$ cat config.mk
export PLATFORM = sky130hd
export DESIGN_NAME = uirq_top
export DESIGN_NICKNAME = d
export VERILOG_FILES = /design/src/rtl/uirq_pkg.sv /design/src/rtl/uirq_top.sv /design/src/rtl/uirq_mask_reg.sv /design/src/rtl/uirq_line_status.sv
export SDC_FILE = /design/constraint.sdc
export NUM_CORES = 1
export LEC_CHECK = 0
export BUFFER_PORTS_ARGS = -buffer_cell sky130_fd_sc_hd__buf_2
export CORE_ASPECT_RATIO = 0.75
export CORE_MARGIN = 1.5
export CORE_UTILIZATION = 45
export CTS_CLUSTER_DIAMETER = 200
export DETAILED_ROUTE_END_ITERATION = 8
export HOLD_SLACK_MARGIN = 0.05
export PLACE_DENSITY_LB_ADDON = 0.05
export SLEW_MARGIN = 25
export SYNTH_ARGS = -nofsm -noshare
export SYNTH_HDL_FRONTEND = slang
export SYNTH_SLANG_ARGS = --single-unit
$ cat constraint.sdc
create_clock -name clk_in -period 1.65 [get_ports clk_in]
set_clock_uncertainty 0.15 [all_clocks]
set_input_delay 0.165 -clock clk_in [delete_from_list [all_inputs] [get_ports clk_in]]
set_output_delay 0.165 -clock clk_in [all_outputs]
set_load 0.01 [all_outputs]
$ cat src/rtl/uirq_pkg.sv
// What this block does
// (RULE1) mask bit 5 selects low-power operation
// (RULE2) mask bit 4 selects sleep operation
// (RULE3) mask bit 3 gates modem-status interrupt
// (RULE4) mask bit 2 gates receive line status
// (RULE5) mask bit 1 gates transmitter-empty interrupt
// (RULE6) mask bit 0 gates receive trigger interrupt
// (RULE7) mask register resets to zero, bits 7-6 unused
// (RULE8) enabled pending interrupts drive one output pin
// (RULE9) source register shows trigger, clears with it
// (RULE10) data-ready set on load, cleared when empty
// (RULE11) host polls status with mask bits 0-3 cleared
// (RULE12) status bits 1-4 report receive error types
// (RULE13) status bit 5: transmit fifo empty
// (RULE14) status bit 6: transmit fifo and shifter empty
// (RULE15) status bit 7: error held in receive fifo
// (RULE16) fifo control bit 0 enables both fifos
// (RULE17) trigger when count equals programmed level; the code also triggers when the count is above it
// (RULE18) interrupt asserts while any enabled source pends
package uirq_pkg;

    // ------------------------------------------------------------
    // register addresses (a2..a0)
    // ------------------------------------------------------------
    localparam logic [2:0] ADDR_MASK   = 3'h1;
    localparam logic [2:0] ADDR_SOURCE = 3'h2;
    localparam logic [2:0] ADDR_LINE   = 3'h5;

    // ------------------------------------------------------------
    // field positions and reset values
    // ------------------------------------------------------------
    localparam int         BIT_RX_READY  = 0;
    localparam int         BIT_TX_EMPTY  = 1;
    localparam int         BIT_LINE_STAT = 2;
    localparam int         BIT_MODEM     = 3;
    localparam int         BIT_SLEEP     = 4;
    localparam int         BIT_LOW_POWER = 5;
    localparam int         MASK_USED     = 6;
    localparam logic [7:0] MASK_RESET    = 8'h00;
    localparam logic [7:0] LINE_RESET    = 8'h60;
    localparam int         FCR_FIFO_EN   = 0;
    localparam int         FIFO_DEPTH    = 64;
    localparam int         CNT_W         = 7;

    // interrupt identity codes shown in the source register
    localparam logic [3:0] SRC_NONE  = 4'h1;
    localparam logic [3:0] SRC_LINE  = 4'h6;
    localparam logic [3:0] SRC_RX    = 4'h4;
    localparam logic [3:0] SRC_TX    = 4'h2;
    localparam logic [3:0] SRC_MODEM = 4'h0;

    // status from the fifo and shifter logic
    typedef struct packed {
        logic [CNT_W-1:0] rx_count;
        logic [CNT_W-1:0] trig_level;
        logic             rx_load;
        logic             tx_fifo_empty;
        logic             tx_shift_empty;
        logic [3:0]       rx_errors;    // break, framing, parity, overrun
        logic             rx_fifo_error;
        logic             modem_change;
    } uirq_stat_t;

    typedef enum logic [1:0] {
        UIRQ_RUN   = 2'b00,
        UIRQ_SLEEP = 2'b01,
        UIRQ_LOWP  = 2'b10
    } uirq_pwr_t;

endpackage : uirq_pkg

$ cat src/rtl/uirq_top.sv
`timescale 1ns/1ps
module uirq_top
(
    input  wire logic                 clk_in,
    input  wire logic                 nrst_in,
    input  wire logic                 ce_in,
    input  wire logic [2:0]           addr_in,
    input  wire logic                 wr_in,
    input  wire logic                 rd_in,
    input  wire logic [7:0]           wdata_in,
    input  wire logic [7:0]           fcr_in,
    input  wire uirq_pkg::uirq_stat_t stat_in,
    output logic      [7:0]           rdata_out,
    output logic      [7:0]           mask_out,
    output logic      [7:0]           line_out,
    output logic      [3:0]           source_out,
    output logic                      sleep_out,
    output logic                      low_power_out,
    output logic                      irq_out
);
    import uirq_pkg::*;

    // ------------------------------------------------------------
    // register decode
    // ------------------------------------------------------------
    wire logic       mask_wr;
    wire logic       fifo_on;
    wire logic       at_trigger;
    wire logic       rx_pend;
    wire logic       tx_pend;
    wire logic       line_pend;
    wire logic       modem_pend;
    wire logic [3:0] next_source;
    wire logic [7:0] next_rdata;
    logic            line_event;
    logic            modem_event;

    assign mask_wr = wr_in && (addr_in == ADDR_MASK);
    assign fifo_on = fcr_in[FCR_FIFO_EN];                      // [RULE16]

    uirq_mask_reg u_mask
    (
        .clk_in   (clk_in),
        .nrst_in  (nrst_in),
        .ce_in    (ce_in),
        .wr_in    (mask_wr),
        .data_in  (wdata_in),
        .mask_out (mask_out)
    );

    uirq_line_status u_line
    (
        .clk_in   (clk_in),
        .nrst_in  (nrst_in),
        .ce_in    (ce_in),
        .stat_in  (stat_in),
        .line_out (line_out)
    );

    // ------------------------------------------------------------
    // interrupt sources
    // ------------------------------------------------------------
    // trigger level reached while fifo on; else any held byte
    assign at_trigger = fifo_on ? (stat_in.rx_count >= stat_in.trig_level)
                                : (stat_in.rx_count != '0);   // [RULE17]
    assign rx_pend    = mask_out[BIT_RX_READY] && at_trigger;  // [RULE6]
    assign tx_pend    = mask_out[BIT_TX_EMPTY]
                        && stat_in.tx_fifo_empty;             // [RULE5]
    assign line_pend  = mask_out[BIT_LINE_STAT] && line_event; // [RULE4]
    assign modem_pend = mask_out[BIT_MODEM] && modem_event;    // [RULE3]

    // priority: line, receive, transmit, modem
    assign next_source = line_pend  ? SRC_LINE  :
                         rx_pend    ? SRC_RX    :              // [RULE9]
                         tx_pend    ? SRC_TX    :
                         modem_pend ? SRC_MODEM : SRC_NONE;

    // sticky events cleared by reading the source register;
    // a new event in the clearing cycle wins
    always_ff @(posedge clk_in)
    begin
        if (!nrst_in)
        begin
            line_event  <= 1'b0;
            modem_event <= 1'b0;
        end
        else if (ce_in)
        begin
            line_event  <= stat_in.rx_load
                || (line_event && !(rd_in && addr_in == ADDR_SOURCE));
            modem_event <= stat_in.modem_change
                || (modem_event && !(rd_in && addr_in == ADDR_SOURCE));
        end
    end

    // ------------------------------------------------------------
    // outputs, all registered
    // ------------------------------------------------------------
    assign next_rdata = (addr_in == ADDR_MASK)   ? mask_out :
                        (addr_in == ADDR_SOURCE) ?
                            {fifo_on, fifo_on, 2'b00, source_out} :
                        (addr_in == ADDR_LINE)   ? line_out : 8'h00;

    always_ff @(posedge clk_in)
    begin
        if (!nrst_in)
        begin
            source_out    <= SRC_NONE;
            irq_out       <= 1'b0;
            sleep_out     <= 1'b0;
            low_power_out <= 1'b0;
            rdata_out     <= 8'h00;
        end
        else if (ce_in)
        begin
            source_out    <= next_source;                      // [RULE9]
            irq_out       <= rx_pend | tx_pend |
                             line_pend | modem_pend;           // [RULE8] [RULE18]
            sleep_out     <= mask_out[BIT_SLEEP];              // [RULE2]
            low_power_out <= mask_out[BIT_LOW_POWER];          // [RULE1]
            rdata_out     <= rd_in ? next_rdata : rdata_out;
        end
    end
endmodule // uirq_top

$ cat src/rtl/uirq_mask_reg.sv
`timescale 1ns/1ps
module uirq_mask_reg
(
    input  wire logic       clk_in,
    input  wire logic       nrst_in,
    input  wire logic       ce_in,
    input  wire logic       wr_in,
    input  wire logic [7:0] data_in,
    output logic      [7:0] mask_out
);
    import uirq_pkg::*;

    // ------------------------------------------------------------
    // mask register, upper two bits never stored
    // ------------------------------------------------------------
    always_ff @(posedge clk_in)
    begin
        if (!nrst_in)
            mask_out <= MASK_RESET;                          // [RULE7]
        else if (ce_in && wr_in)
            mask_out <= {2'b00, data_in[MASK_USED-1:0]};    // [RULE7]
    end
endmodule // uirq_mask_reg

$ cat src/rtl/uirq_line_status.sv
`timescale 1ns/1ps
module uirq_line_status
(
    input  wire logic                 clk_in,
    input  wire logic                 nrst_in,
    input  wire logic                 ce_in,
    input  wire uirq_pkg::uirq_stat_t stat_in,
    output logic      [7:0]           line_out
);
    import uirq_pkg::*;

    wire logic data_ready;
    // data ready follows the fifo count; a load makes it immediate
    assign data_ready = (stat_in.rx_count != '0)
                        || stat_in.rx_load;                  // [RULE10]

    // ------------------------------------------------------------
    // registered line status image
    // ------------------------------------------------------------
    always_ff @(posedge clk_in)
    begin
        if (!nrst_in)
            line_out <= LINE_RESET;
        else if (ce_in)
            line_out <= {stat_in.rx_fifo_error,                      // [RULE15]
                         stat_in.tx_fifo_empty &
                         stat_in.tx_shift_empty,                     // [RULE14]
                         stat_in.tx_fifo_empty,                      // [RULE13]
                         stat_in.rx_errors,                          // [RULE12]
                         data_ready};
    end
endmodule // uirq_line_status

==> run_results.csv <==
group,metric,value,unit
routing,drt_iter0_drc,123,
routing,via_count,1523,
status,status,"complete, no violations",
timing,timing.final.crit_share,0.939,
worst_setup_path,r2r_cells,4,
timing,slew_viol_final,0,
routing,drt-pass1-iter-count,4,
worst_setup_path,crit_path_start,"stat_in[7]",
finish,final_common_cell,"buf_2",
power_and_ir_drop,p_leak,1.11,nW
logic_synthesis,netlist_area,0.00155,sq mm
clocking,clockRootBuffer,"clkbuf_8",
finish,mostFrequentLayoutCells,"buf_2 (65), dfxtp_1 (30), nor2_1 (22)",
place,place_hpwl,3050,um
logic_synthesis,ys_warn_count,0,
finish,area_delta_synth_final,38.8,%
clocking,htreeDepth,2,
worst_setup_path,crit_type,"in -> reg",
finish,fin_nets,305,
logic_synthesis,netlist-cell-type-count,39,
routing,routed_via_density,5.22,
worst_hold_path,min_path_cells,2,
worst_setup_path,worstPathArrival,1.56,ns
logic_synthesis,synth-seq-cells,30,
clocking,path_clk_slew,0.06,ns
logic_synthesis,synthFlopType,"dfxtp_1",
global_routing,grt_pass1_wl,6330,um
worst_hold_path,hold_end,"u_line.line_out[5]",
floorplan,start_util,0.470,
global_routing,grt_pass1_vias,1415,
finish,design_area,0.00215,sq mm
worst_hold_path,hold_path.startpoint,"nrst_in",
finish,drive_gt1_frac,0.341,
timing,rsz0062_at_grt,"no",
logic_synthesis,synth-edff-count,0,
flow_run,cap_violations,0,
clocking,cts_buffer_depth,2,
routing,wl_per_cell,13.4,um
floorplan,die_h,53.8,um
worst_setup_path,cp.required,1.66,ns
routing,postRouteAntennaNets,0,
global_routing,grt_overflow,0,
global_routing,antenna_found_initial,0,
logic_synthesis,async_reset_ff_frac,0,
timing,fmax,0.645,GHz
global_routing,grt_use_total,0.218,
clocking,ctsResizeCount,0,
worst_setup_path,worst_setup_path_start_kind,"input pin",
worst_setup_path,regToRegEndpoint,"source_out[2]",
timing,fin_crit,1.55,ns
clocking,cts_tree,"yes",
power_and_ir_drop,peakVddDrop,0.645,mV
timing,finalSetupTns,0,ns
finish,antenna_cells,0,
place,placed_cell_area,0.00190,sq mm
timing,hold_violations,0,
logic_synthesis,synthCells,168,
floorplan,floorplan.die_area,0.00380,sq mm
clocking,numCtsBuffers,5,
global_routing,grt_max_degree,19,
worst_hold_path,hp-class,"in -> reg",
timing,setup_violations,0,
floorplan,die_w,70.7,um
floorplan,ios,78,
floorplan,rows,18,
floorplan,core-area,0.00329,sq mm
logic_synthesis,avgSynthCellArea,9.21,sq um
worst_setup_path,worstPathMaxFanout,3,
place,gp_congestion,0.796,
place,numPortBuffers,65,
clocking,clk_latency,0.27,ns
routing,drt-total-wl,3930,um
worst_setup_path,rr_startpoint,"u_mask.mask_out[0]",
routing,drc,0,
power_and_ir_drop,p_per_area,778,mW/mm^2
worst_setup_path,r2r_setup_slack,0.33,ns
worst_setup_path,end_kind,"flop",
logic_synthesis,yosysSeqAreaShare,0.388,
clocking,cts_num_sinks,30,
## state kept, by name (all words and copies together), names as in the netlist
name	cells
rdata_out	8
modem_event	1
u_mask.mask_out	6
low_power_out	1
source_out	3
sleep_out	1
line_event	1
irq_out	1
u_line.line_out	8
## stage by stage
stage | hold slack (ns) | util | power (W) | cells | setup slack, ns
detailed placement | 0.253 | 0.576 | 0.00107 | 268 | -0.0169
global placement | 0.243 | 0.576 | 0.00106 | 268 | 0.0137
floorplan | 0.143 | - | 0.000958 | 170 | 0.199
CTS | 0.0747 | 0.656 | 0.00169 | 293 | 0.0891
finish | 0.0178 | 0.653 | 0.00167 | 292 | 0.100
global route | 0.0512 | 0.653 | 0.00176 | 292 | 0.0577
## timing repair
action,CTS,global route
endpoints found under the hold margin,16,0
hold buffers,17,0
setup buffers,0,0
endpoints found under the setup margin,0,1
## kinds of logic (layout without fill, tap and decap cells)
logic type,count (synthesis),in the layout,synth area share
flip-flops,30,30,0.388
adder cells (fa/ha/maj),7,7,0.0566
AND/OR/NAND/NOR,48,48,0.164
other,1,3,0.00242
AO/OA/AOI/OAI,40,40,0.201
multiplexers,17,17,0.112
buffers and inverters,25,107,0.0752
## layer usage
metal / global-route usage / up-vias / wire length [um]
li1: - / 760 / -
met3: 0.0506 / 0 / 307
met1: 0.279 / 696 / 1820
met5: 0 / - / 0
met2: 0.382 / 67 / 1800
met4: 0.0472 / 0 / 0
## critical path: stages
cell and delay (ns):
dlygate4sd3_1 0.54, buf_2 0.14, nand3_1 0.08, nand3_1 0.07
dlygate4sd3_1 0.57
## how the worst max path moves through the flow
stage,to,slack [ns],cells after the start
after floorplan,source_out[2],0.20,6
after global placement,source_out[2],0.01,7
after detailed placement,source_out[2],-0.02,7
after CTS,u_line.line_out[5],0.09,5
after global routing,u_line.line_out[6],0.06,5
final,u_line.line_out[6],0.1,5
## cell usage after synthesis, drive strengths merged (3+ instances only)
master  count  area (sq um)
o211a       3          30.0
a31oi      11          75.1
nand2       7          26.3
mux2        3          33.8
nand3       5          25.0
nor2b       3          18.8
dfxtp      30           601
a22oi       8          60.1
inv        14          52.6
ha          7          87.6
nor2       22          82.6
mux2i      14           140
o21ai       8          40.0
buf         9          56.3
## cell type report
class,count,area (sq um)
inverters,14,52.6
fillers,277,1140
well taps,40,50.0
clock buffers,7,86.3
flip-flops and latches,30,601
clock inverters,1,5.00
multi-input cells,115,837
repair buffers,85,515
## report_power, final
part           total, W  internal, W  switching, W
clock          0.000590     0.000336      0.000254
sequential     0.000777     0.000756     0.0000209
combinational  0.000303     0.000152      0.000151
total           0.00167      0.00124      0.000426
No activity file was read; power rests on OpenSTA's default activity.
